==> src/rtl/uart_defs.vh <==
`ifndef UART_DEFS_VH
`define UART_DEFS_VH
// Register byte offsets
`define OFS_CONTROL_ONE      8'h00
`define OFS_CONTROL_TWO      8'h04
`define OFS_CONTROL_THREE    8'h08
`define OFS_BAUD_DIVIDER     8'h0c
`define OFS_RECEIVE_TIMEOUT  8'h14
`define OFS_ACTION_REQUEST   8'h18
`define OFS_EVENT_STATE      8'h1c
`define OFS_EVENT_FLAG_CLEAR 8'h20
`define OFS_RECEIVED_WORD    8'h24
`define OFS_TRANSMIT_WORD    8'h28
// Control one fields
`define C1_UNIT_ON           0
`define C1_RECEIVER_ON       2
`define C1_TRANSMITTER_ON    3
`define C1_IDLE_IRQ_ON       4
`define C1_RX_FULL_IRQ_ON    5
`define C1_TX_DONE_IRQ_ON    6
`define C1_TX_EMPTY_IRQ_ON   7
`define C1_PARITY_ERR_IRQ_ON 8
`define C1_PARITY_SENSE      9
`define C1_PARITY_ON         10
`define C1_WAKEUP_METHOD     11
`define C1_NINE_BIT_SELECT   12
`define C1_MUTE_ALLOW        13
`define C1_CHAR_MATCH_IRQ_ON 14
`define C1_OVERSAMPLE_SELECT 15
`define C1_RELEASE_LSB       16
`define C1_ASSERT_LSB        21
`define C1_RESET             32'h0000_0000
`define C1_WRITE_MASK        32'h03ff_fffd
// Control two and three fields
`define C2_MATCH_LSB         24
`define C3_DRIVER_FUNC       14
// Event state and flag clear bit positions
`define ST_PARITY_ERR        0
`define ST_OVERRUN           3
`define ST_IDLE_SEEN         4
`define ST_RX_FULL           5
`define ST_TX_DONE           6
`define ST_TX_EMPTY          7
`define ST_CHAR_MATCH        17
`define ST_MUTED             19
// Action request bits
`define RQ_MUTE              2
`define RQ_RX_FLUSH          3
// Sample timing
`define OSR16_LAST           4'hf
`define OSR8_LAST            4'h7
`define OSR16_HALF           4'h7
`define OSR8_HALF            4'h3
`define IDLE_BITS_LAST       4'h9
`endif

==> src/rtl/uart_control_one_and_map.v <==
`timescale 1ns/1ps
`include "uart_defs.vh"
// Function
// Clearing unit_on aborts transfers and stops prescaler and outputs immediately.
// Unit disable keeps configuration but returns status flags to reset state.
// receiver_on set makes receiver hunt for start bit; clear stops reception.
// transmitter_on turns the transmitter on or off.
// idle_irq_on raises interrupt while idle_seen_flag is set.
// rx_full_irq_on raises interrupt on overrun_flag or rx_full_flag.
// tx_done_irq_on raises interrupt when tx_done_flag is set.
// tx_empty_irq_on raises interrupt when tx_empty_flag is set.
// parity_err_irq_on raises interrupt when parity_err_flag is set.
// parity_sense even or odd, applied only from the next frame.
// parity_on puts parity in top data bit and checks it on receive.
// wakeup_method leaves mute on idle line or on address byte.
// nine_bit_select picks eight or nine data bits; held per frame.
// mute_allow lets the receiver switch between normal and mute.
// char_match_irq_on raises interrupt when char_match_flag is set.
// oversample_select picks sixteen or eight samples per bit.
// driver_release_delay samples from last stop bit to driver release.
// Data written during release delay waits for release then assert delay.
// driver_assert_delay samples from driver on to first start bit.
// Software changes frame settings only while unit_on is clear.
// Register offsets as mapped, control one at 0x00 to transmit at 0x28.
// Control one reads all zeros after reset.
// line_driver_on output enables external transceiver during transmission.
// All enabled interrupt sources ORed into one request line.
// Reserved control one bits read zero and ignore writes.
module uart_control_one_and_map (
	// Clock, reset, enable
	input  wire        core_clk,
	input  wire        reset_n,
	input  wire        clk_en,
	// APB slave
	input  wire        psel,
	input  wire        penable,
	input  wire        pwrite,
	input  wire [7:0]  paddr,
	input  wire [31:0] pwdata,
	output reg  [31:0] prdata,
	output reg         pready,
	output reg         pslverr,
	// Serial line
	input  wire        rx_line,
	output reg         tx_line,
	output reg         line_driver_on,
	// Interrupt request
	output reg         irq
);
	localparam T_IDLE = 3'd0, T_LEAD = 3'd1, T_START = 3'd2, T_DATA = 3'd3, T_STOP = 3'd4, T_LAG = 3'd5;
	localparam R_IDLE = 2'd0, R_START = 2'd1, R_DATA = 2'd2, R_STOP = 2'd3;

	reg  [31:0] ctrl1_q, ctrl2_q, ctrl3_q, rxto_q;
	reg  [15:0] baud_q, pre_q;
	reg  [8:0]  tbuf_q, tsh_q, rsh_q, rdat_q;
	reg         tx_full_q, rx_full_q, ovr_q, idle_q, done_q, perr_q, cm_q, mute_q;
	reg  [2:0]  ts_q;
	reg  [3:0]  tsc_q, tbit_q;
	reg  [4:0]  tdc_q;
	reg         t_nine_q;
	reg  [1:0]  rs_q;
	reg  [3:0]  rsc_q, rbit_q, icnt_q;
	reg         r_nine_q, r_par_q, r_sense_q, iarm_q;
	reg  [31:0] rdata_d;
	reg         err_d;

	wire unit_on   = ctrl1_q[`C1_UNIT_ON];
	wire nine      = ctrl1_q[`C1_NINE_BIT_SELECT];
	wire par_on    = ctrl1_q[`C1_PARITY_ON];
	wire sense     = ctrl1_q[`C1_PARITY_SENSE];
	wire de_func   = ctrl3_q[`C3_DRIVER_FUNC];
	wire [4:0] rel_dly = ctrl1_q[`C1_RELEASE_LSB +: 5];
	wire [4:0] ast_dly = ctrl1_q[`C1_ASSERT_LSB +: 5];
	wire [7:0] match   = ctrl2_q[`C2_MATCH_LSB +: 8];
	wire [3:0] osr_last = ctrl1_q[`C1_OVERSAMPLE_SELECT] ? `OSR8_LAST : `OSR16_LAST;
	wire [3:0] osr_half = ctrl1_q[`C1_OVERSAMPLE_SELECT] ? `OSR8_HALF : `OSR16_HALF;

	// APB completion edge: writes and read side effects happen only here
	wire acc  = psel & penable & pready;
	wire wr   = acc & pwrite;
	wire rd   = acc & ~pwrite;
	wire wr_c1  = wr & (paddr == `OFS_CONTROL_ONE);
	wire wr_tx  = wr & (paddr == `OFS_TRANSMIT_WORD);
	wire wr_clr = wr & (paddr == `OFS_EVENT_FLAG_CLEAR);
	wire wr_rq  = wr & (paddr == `OFS_ACTION_REQUEST);
	wire rd_rx  = rd & (paddr == `OFS_RECEIVED_WORD);

	// Sample tick; prescaler halts with the unit
	wire tick = unit_on & (pre_q >= baud_q);

	// Transmit word with parity in the top data position
	wire [8:0] raw   = tbuf_q;
	wire       t_par = (nine ? ^raw[7:0] : ^raw[6:0]) ^ sense;
	wire [8:0] t_word = par_on ? (nine ? {t_par, raw[7:0]} : {1'b0, t_par, raw[6:0]})
	                           : (nine ? raw : {1'b0, raw[7:0]});
	wire t_bit_end = tick & (tsc_q == osr_last);
	wire lead_done = (tdc_q == ast_dly);
	wire lag_done  = (tdc_q == rel_dly);
	wire t_go      = unit_on & ctrl1_q[`C1_TRANSMITTER_ON] & tx_full_q;
	wire t_begin   = t_go & (((ts_q == T_IDLE) & ~de_func) | ((ts_q == T_LEAD) & lead_done));

	// Receive frame decode
	wire r_bit_end = tick & (rsc_q == osr_last);
	wire r_done    = (rs_q == R_STOP) & r_bit_end;
	wire [8:0] r_word = r_nine_q ? rsh_q : {1'b0, rsh_q[8:1]};
	wire r_bad     = r_par_q & ((r_nine_q ? ^r_word[8:0] : ^r_word[7:0]) ^ r_sense_q);
	wire r_addr    = r_nine_q ? r_word[8] : r_word[7];
	wire r_hit     = (r_word[3:0] == match[3:0]);
	wire mute_on   = ctrl1_q[`C1_MUTE_ALLOW] & mute_q;
	wire r_take    = r_done & ~mute_on;
	wire idle_ev   = (rs_q == R_IDLE) & r_bit_end & iarm_q & (icnt_q == `IDLE_BITS_LAST) & rx_line;

	wire [31:0] status = {12'h000, mute_on, 1'b0, cm_q, 9'h000, ~tx_full_q, done_q, rx_full_q,
	                      idle_q, ovr_q, 2'b00, perr_q};

	always @* begin
		rdata_d = 32'h0000_0000;
		err_d   = 1'b0;
		case (paddr)
			`OFS_CONTROL_ONE:      rdata_d = ctrl1_q;
			`OFS_CONTROL_TWO:      rdata_d = ctrl2_q;
			`OFS_CONTROL_THREE:    rdata_d = ctrl3_q;
			`OFS_BAUD_DIVIDER:     rdata_d = {16'h0000, baud_q};
			`OFS_RECEIVE_TIMEOUT:  rdata_d = rxto_q;
			`OFS_ACTION_REQUEST:   rdata_d = 32'h0000_0000;
			`OFS_EVENT_STATE:      rdata_d = status;
			`OFS_EVENT_FLAG_CLEAR: rdata_d = 32'h0000_0000;
			`OFS_RECEIVED_WORD:    rdata_d = {23'h000000, rdat_q};
			`OFS_TRANSMIT_WORD:    rdata_d = {23'h000000, tbuf_q};
			default:               err_d   = 1'b1;
		endcase
	end

	// Bus slave and configuration registers
	always @(posedge core_clk or negedge reset_n) begin
		if (!reset_n) begin
			ctrl1_q <= `C1_RESET;
			ctrl2_q <= 32'h0000_0000;
			ctrl3_q <= 32'h0000_0000;
			baud_q  <= 16'h0000;
			rxto_q  <= 32'h0000_0000;
			pready  <= 1'b0;
			prdata  <= 32'h0000_0000;
			pslverr <= 1'b0;
		end else if (clk_en) begin
			// One wait state keeps prdata registered
			pready  <= psel & penable & ~pready;
			prdata  <= (psel & penable & ~pready & ~pwrite) ? rdata_d : 32'h0000_0000;
			pslverr <= psel & penable & ~pready & err_d;
			if (wr_c1)
				ctrl1_q <= pwdata & `C1_WRITE_MASK;
			if (wr & (paddr == `OFS_CONTROL_TWO))
				ctrl2_q <= pwdata;
			if (wr & (paddr == `OFS_CONTROL_THREE))
				ctrl3_q <= pwdata;
			if (wr & (paddr == `OFS_BAUD_DIVIDER))
				baud_q <= pwdata[15:0];
			if (wr & (paddr == `OFS_RECEIVE_TIMEOUT))
				rxto_q <= pwdata;
		end
	end

	// Prescaler
	always @(posedge core_clk or negedge reset_n) begin
		if (!reset_n) begin
			pre_q <= 16'h0000;
		end else if (clk_en) begin
			if (!unit_on | tick)
				pre_q <= 16'h0000;
			else
				pre_q <= pre_q + 16'h0001;
		end
	end

	// Transmitter
	always @(posedge core_clk or negedge reset_n) begin
		if (!reset_n) begin
			ts_q           <= T_IDLE;
			tsc_q          <= 4'h0;
			tbit_q         <= 4'h0;
			tdc_q          <= 5'h00;
			tsh_q          <= 9'h000;
			t_nine_q       <= 1'b0;
			tx_line        <= 1'b1;
			line_driver_on <= 1'b0;
		end else if (clk_en) begin
			if (!unit_on) begin
				ts_q           <= T_IDLE;
				tx_line        <= 1'b1;
				line_driver_on <= 1'b0;
			end else if (t_begin) begin
				ts_q     <= T_START;
				tsc_q    <= 4'h0;
				tsh_q    <= t_word;
				t_nine_q <= nine;
				tx_line  <= 1'b0;
			end else begin
				if (tick)
					tsc_q <= (tsc_q == osr_last) ? 4'h0 : tsc_q + 4'h1;
				case (ts_q)
					T_IDLE: begin
						if (t_go & de_func) begin
							ts_q           <= T_LEAD;
							tdc_q          <= 5'h00;
							line_driver_on <= 1'b1;
						end
					end
					T_LEAD: begin
						// Transmitter dropped before the start bit: hand the line back
						if (!t_go) begin
							ts_q           <= T_IDLE;
							line_driver_on <= 1'b0;
						end else if (tick) begin
							tdc_q <= tdc_q + 5'h01;
						end
					end
					T_START, T_DATA: begin
						if (t_bit_end) begin
							tbit_q  <= (ts_q == T_START) ? 4'h0 : tbit_q + 4'h1;
							if ((ts_q == T_DATA) & (tbit_q == (t_nine_q ? 4'h8 : 4'h7))) begin
								ts_q    <= T_STOP;
								tx_line <= 1'b1;
							end else begin
								ts_q    <= T_DATA;
								tx_line <= tsh_q[0];
								tsh_q   <= {1'b0, tsh_q[8:1]};
							end
						end
					end
					T_STOP: begin
						if (t_bit_end) begin
							tdc_q <= 5'h00;
							ts_q  <= de_func ? T_LAG : T_IDLE;
						end
					end
					T_LAG: begin
						if (lag_done) begin
							tdc_q <= 5'h00;
							if (t_go) begin
								ts_q <= T_LEAD;
							end else begin
								ts_q           <= T_IDLE;
								line_driver_on <= 1'b0;
							end
						end else if (tick) begin
							tdc_q <= tdc_q + 5'h01;
						end
					end
					default: ts_q <= T_IDLE;
				endcase
			end
		end
	end

	// Receiver
	always @(posedge core_clk or negedge reset_n) begin
		if (!reset_n) begin
			rs_q      <= R_IDLE;
			rsc_q     <= 4'h0;
			rbit_q    <= 4'h0;
			rsh_q     <= 9'h000;
			r_nine_q  <= 1'b0;
			r_par_q   <= 1'b0;
			r_sense_q <= 1'b0;
			icnt_q    <= 4'h0;
			iarm_q    <= 1'b0;
		end else if (clk_en) begin
			if (!unit_on | !ctrl1_q[`C1_RECEIVER_ON]) begin
				rs_q   <= R_IDLE;
				iarm_q <= 1'b0;
			end else begin
				if (tick)
					rsc_q <= (rsc_q == osr_last) ? 4'h0 : rsc_q + 4'h1;
				case (rs_q)
					R_IDLE: begin
						if (!rx_line) begin
							rs_q      <= R_START;
							rsc_q     <= 4'h0;
							icnt_q    <= 4'h0;
							r_nine_q  <= nine;
							r_par_q   <= par_on;
							r_sense_q <= sense;
						end else if (r_bit_end) begin
							icnt_q <= (icnt_q == `IDLE_BITS_LAST) ? icnt_q : icnt_q + 4'h1;
							if (idle_ev)
								iarm_q <= 1'b0;
						end
					end
					R_START: begin
						// Re-centre sampling on mid bit; a short glitch is ignored
						if (tick & (rsc_q == osr_half)) begin
							rs_q   <= rx_line ? R_IDLE : R_DATA;
							rsc_q  <= 4'h0;
							rbit_q <= 4'h0;
						end
					end
					R_DATA: begin
						if (r_bit_end) begin
							rsh_q  <= {rx_line, rsh_q[8:1]};
							rbit_q <= rbit_q + 4'h1;
							if (rbit_q == (r_nine_q ? 4'h8 : 4'h7))
								rs_q <= R_STOP;
						end
					end
					R_STOP: begin
						if (r_bit_end) begin
							rs_q   <= R_IDLE;
							iarm_q <= 1'b1;
						end
					end
					default: rs_q <= R_IDLE;
				endcase
			end
		end
	end

	// Status flags: hardware set wins over software clear
	always @(posedge core_clk or negedge reset_n) begin
		if (!reset_n) begin
			tbuf_q    <= 9'h000;
			tx_full_q <= 1'b0;
			rx_full_q <= 1'b0;
			rdat_q    <= 9'h000;
			ovr_q     <= 1'b0;
			idle_q    <= 1'b0;
			done_q    <= 1'b0;
			perr_q    <= 1'b0;
			cm_q      <= 1'b0;
			mute_q    <= 1'b0;
			irq       <= 1'b0;
		end else if (clk_en) begin
			if (wr_tx)
				tbuf_q <= pwdata[8:0];
			if (!unit_on) begin
				tx_full_q <= 1'b0;
				rx_full_q <= 1'b0;
				ovr_q     <= 1'b0;
				idle_q    <= 1'b0;
				done_q    <= 1'b0;
				perr_q    <= 1'b0;
				cm_q      <= 1'b0;
				mute_q    <= 1'b0;
			end else begin
				tx_full_q <= wr_tx | (tx_full_q & ~t_begin);
				if (r_take & ~rx_full_q)
					rdat_q <= r_word;
				rx_full_q <= r_take | (rx_full_q & ~rd_rx & ~(wr_rq & pwdata[`RQ_RX_FLUSH]));
				ovr_q  <= (r_take & rx_full_q) | (ovr_q & ~(wr_clr & pwdata[`ST_OVERRUN]));
				idle_q <= (idle_ev & ~mute_on) | (idle_q & ~(wr_clr & pwdata[`ST_IDLE_SEEN]));
				perr_q <= (r_take & r_bad) | (perr_q & ~(wr_clr & pwdata[`ST_PARITY_ERR]));
				cm_q   <= (r_take & (r_word[7:0] == match)) | (cm_q & ~(wr_clr & pwdata[`ST_CHAR_MATCH]));
				done_q <= ((ts_q == T_STOP) & t_bit_end & ~tx_full_q)
				          | (done_q & ~(wr_clr & pwdata[`ST_TX_DONE]));
				// Mute entry by request or by a non-matching address; exit by idle line or matching address
				if (!ctrl1_q[`C1_MUTE_ALLOW])
					mute_q <= 1'b0;
				else if (ctrl1_q[`C1_WAKEUP_METHOD] & r_done & r_addr)
					mute_q <= ~r_hit;
				else if (!ctrl1_q[`C1_WAKEUP_METHOD] & idle_ev)
					mute_q <= 1'b0;
				else if (wr_rq & pwdata[`RQ_MUTE])
					mute_q <= 1'b1;
			end
			irq <= unit_on & ((ctrl1_q[`C1_IDLE_IRQ_ON] & idle_q)
			       | (ctrl1_q[`C1_RX_FULL_IRQ_ON] & (ovr_q | rx_full_q))
			       | (ctrl1_q[`C1_TX_DONE_IRQ_ON] & done_q)
			       | (ctrl1_q[`C1_TX_EMPTY_IRQ_ON] & ~tx_full_q)
			       | (ctrl1_q[`C1_PARITY_ERR_IRQ_ON] & perr_q)
			       | (ctrl1_q[`C1_CHAR_MATCH_IRQ_ON] & cm_q));
		end
	end
endmodule

==> config.mk <==
export PLATFORM = sky130hd
export DESIGN_NAME = uart_control_one_and_map
export DESIGN_NICKNAME = d
export VERILOG_FILES = /design/src/rtl/uart_control_one_and_map.v
export VERILOG_INCLUDE_DIRS = /design/src /design/src/rtl
export SDC_FILE = /design/constraint.sdc
export NUM_CORES = 1
export LEC_CHECK = 0
export BUFFER_PORTS_ARGS = -buffer_cell sky130_fd_sc_hd__buf_2
export CAP_MARGIN = 20
export CORE_MARGIN = 3
export CORE_UTILIZATION = 61
export DETAILED_ROUTE_END_ITERATION = 7
export GPL_TIMING_DRIVEN = 0
export PLACE_DENSITY_LB_ADDON = 0.3
export SKIP_LAST_GASP = 1
export SLEW_MARGIN = 5
export SYNTH_ARGS = -nofsm -noshare
export SYNTH_HDL_FRONTEND = slang
export SYNTH_SLANG_ARGS = --single-unit
==> constraint.sdc <==
create_clock -name core_clk -period 3.2 [get_ports core_clk]
set_input_delay 0.64 -clock core_clk [delete_from_list [all_inputs] [get_ports core_clk]]
set_output_delay 0.64 -clock core_clk [all_outputs]
set_load 0.02 [all_outputs]
==> run metrics <==
Reg clk slew, reported paths=0.06 ns; via count=10200; Remaining DRCs=3; status=complete, but fails checks; Tot GR Track Use=30.0%; MaxCap Viol Count=0; Post-Synth Adder-Cell Area=2.62%; Clock power frac=48.0%; Post-Layout Inst Area=15100 um2; Tightest Pin Transition=0.870 ns; top post-synthesis cells by area=dfrtp_1, mux2_2, ha_1; Total Die Area=23700 um2; TritonCTS clock tree=built; final clock skew=0.0287 ns; Cells after DPL=1521; largest net degree at the start of global routing=95; vias in the first global route=10200; Max Freq=340 MHz; CP Class=reg -> reg; Worst path slowest cell=nor4_1; most frequent cell after synthesis=dfrtp_1; #FFs+latches synth=269; Clock Path Buffers=3; postcts setup bufs=0; post-synth top area share=50.2%; failing checks=DRC; largest area contributor in the netlist=dfrtp_1; I/O pins=84; vias per cell=6.50; Int Power=0.00546 W; Crit path top cell by count=nand2_1; CP top delay family=simple AND/OR/NAND/NOR gates; Final Max Slew Viols=0; post-synthesis compound-gate area fraction=15.0%; Die X-Extent=154 um; layout cells sized above 1=25.2%; Detail Route Antenna Nets=0; Critical path origin=tdc_q[3]$_DFFE_PN0P_; cell area power density=462 nW/um2; Num CTS Buffers=28; most instantiated cells after synthesis=dfrtp_1, mux2_2, nand2_1, nor2_1, a21oi_1; Tcrit/Tclk final=91.9%; combinational power share=3.1%; layout overhead on the synthesized area=13.3%; Fin. Hold Viols=0; largest family of logic cells by synthesized area=multiplexers; Iter 0 DRT Violations=1020; CP Max Fanout=10; Net Count, Synth=1238; Post-Layout Cell Count=1572; Num Clock Sinks=269; Tightest Hold Check Type=in -> async; crit-path cells=xor2_1 -> nor4_1 -> a31oi_1 -> nor2_2 -> nand2_1 -> o21a_1 -> buf_2 -> nand2_1 -> o21ai_0; EDFF count, synth=0; Root Buffer Master=clkbuf_16; fin nets=1351; flip-flop cell with the highest count after synthesis=dfrtp_1; Synth Cell Area=13400 um2; Psw=0.00153 W; Die H=154 um; FF-to-FF Start=tdc_q[3]$_DFFE_PN0P_; ys async rst share=100%; CP Data Required Time=3.61 ns; Cells after Synth=1163; first-pass GRT wire length=57300 um; RSZ-0062 raised after global routing=no; Synth Warn #=0; post-synthesis simple-gate area fraction=9.88%; Hold Buf Count CTS=0; core area=21300 um2; Detailed Place HPWL=25300 um; row count=53; Port Buffers=81; mux cell area share after synthesis=15.5%; Worst setup SP type=flop; crit end category=flop; 1st-pass router iterations=8; total wire length=36000 um; post-synthesis sequential area ratio=50.4%; Final Util=71.1%; # H-tree levels=1; initial antenna violation count=2; Worst-Skew Late Latency=0.57 ns; grt ovf=0; Peak supply drop=0.000420 V; GPL Wtd Cong=0.943; Synth cell types=78; critical path buffer and inverter count=1; Initial Util=62.8%; crit-path max cell delay=0.60 ns; switching fraction of total power=21.9%; fillcell total=1452; Static Leakage=7.26 nW; WL per Instance=22.9 um; Final setup viols=0; cts repair resizes=0; sequential share of power=48.9%; Synth Area in XOR/XNOR=3.67%; WP data arrival=3.35 ns; relative slew slack=40.5%; Placed Area=14200 um2; Syn Area/Cell=11.5 um2; min cycle time layout=2.94 ns
==> per-stage QoR <==
step,TNS [ns],hold slack (ns),power [W],setup slack (ns)
6_report,0,0.0796,0.00699,0.258
3_5_place_dp,-0.773,0.464,0.00370,-0.0906
2_1_floorplan,0,0.344,0.00353,0.695
4_1_cts,0,0.122,0.00703,0.356
5_1_grt,0,0.130,0.00719,0.133
3_3_place_gp,-899.46,0.457,0.00368,-3.38
==> cells by family after synthesis <==
group | after synthesis
buffers and inverters | 93
xor gates and xnor gates | 56
and+or+nand+nor | 265
adders and majority gates | 28
muxes | 183
DFF | 269
AOI/OAI and AO/OA | 269
==> power groups by stage <==
stage	sequential [W]	combinational [W]	clock (W)
2_1_floorplan	0.00348	0.0000524	0
5_1_grt	0.00341	0.000240	0.00353
6_report	0.00342	0.000218	0.00336
4_1_cts	0.00342	0.000220	0.00339
3_3_place_gp	0.00348	0.000205	0
3_5_place_dp	0.00348	0.000218	0
==> sequential cells by signal, indices dropped and copies added, names as in the netlist, 16 cells and up <==
register,cells
prdata,32
pre_q,16
baud_q,16
ctrl1_q,25
rxto_q,32
ctrl3_q,32
ctrl2_q,32
==> placed cells by master, fill, tap and decap left out, drive strengths merged, types with 24 or more instances in the layout <==
cell type,netlist,final
dfrtp,268,268
buf,28,111
o21ai,48,48
a21oi,42,42
nand3,32,32
ha,28,28
mux2,160,160
clkbuf,34,76
inv,31,31
nor2,61,61
xor2,28,28
a21o,24,24
nand2,88,88
xnor2,28,28
a22oi,33,33
==> path summary, 6_finish.rpt <==
check	endpoint	slack [ns]	depth (start not counted)
min	rbit_q[1]$_DFFE_PN0P_	0.08	1
max in group asynchronous	baud_q[12]$_DFFE_PN0P_	1.79	3
min in group core_clk	rxto_q[26]$_DFFE_PN0P_	0.34	2
min reg2reg	prdata[9]$_DFFE_PN0P_	0.48	1
max	tsh_q[3]$_DFFE_PN0P_	0.26	9
max reg2reg	tsh_q[3]$_DFFE_PN0P_	0.26	9
==> layer usage <==
metal,track usage [%],routed length [um]
met2,47.2,16400
met5,0.621,21
met4,10.0,1480
met3,5.60,2970
met1,42.5,15100
==> layout make-up <==
cell class | instances | area [um2] | area share (%)
flip-flops and latches | 269 | 6730 | 44.5
multi-input cells | 801 | 6230 | 41.2
clock buffers | 42 | 813 | 5.37
repair buffers | 83 | 470 | 3.11
well taps | 275 | 344 | 2.27
plain buffers | 62 | 283 | 1.87
clock inverters | 8 | 143 | 0.942
inverters | 31 | 116 | 0.769
diodes | 1 | 2.50 | 0.0165
Power figures use the tool's default switching activity.
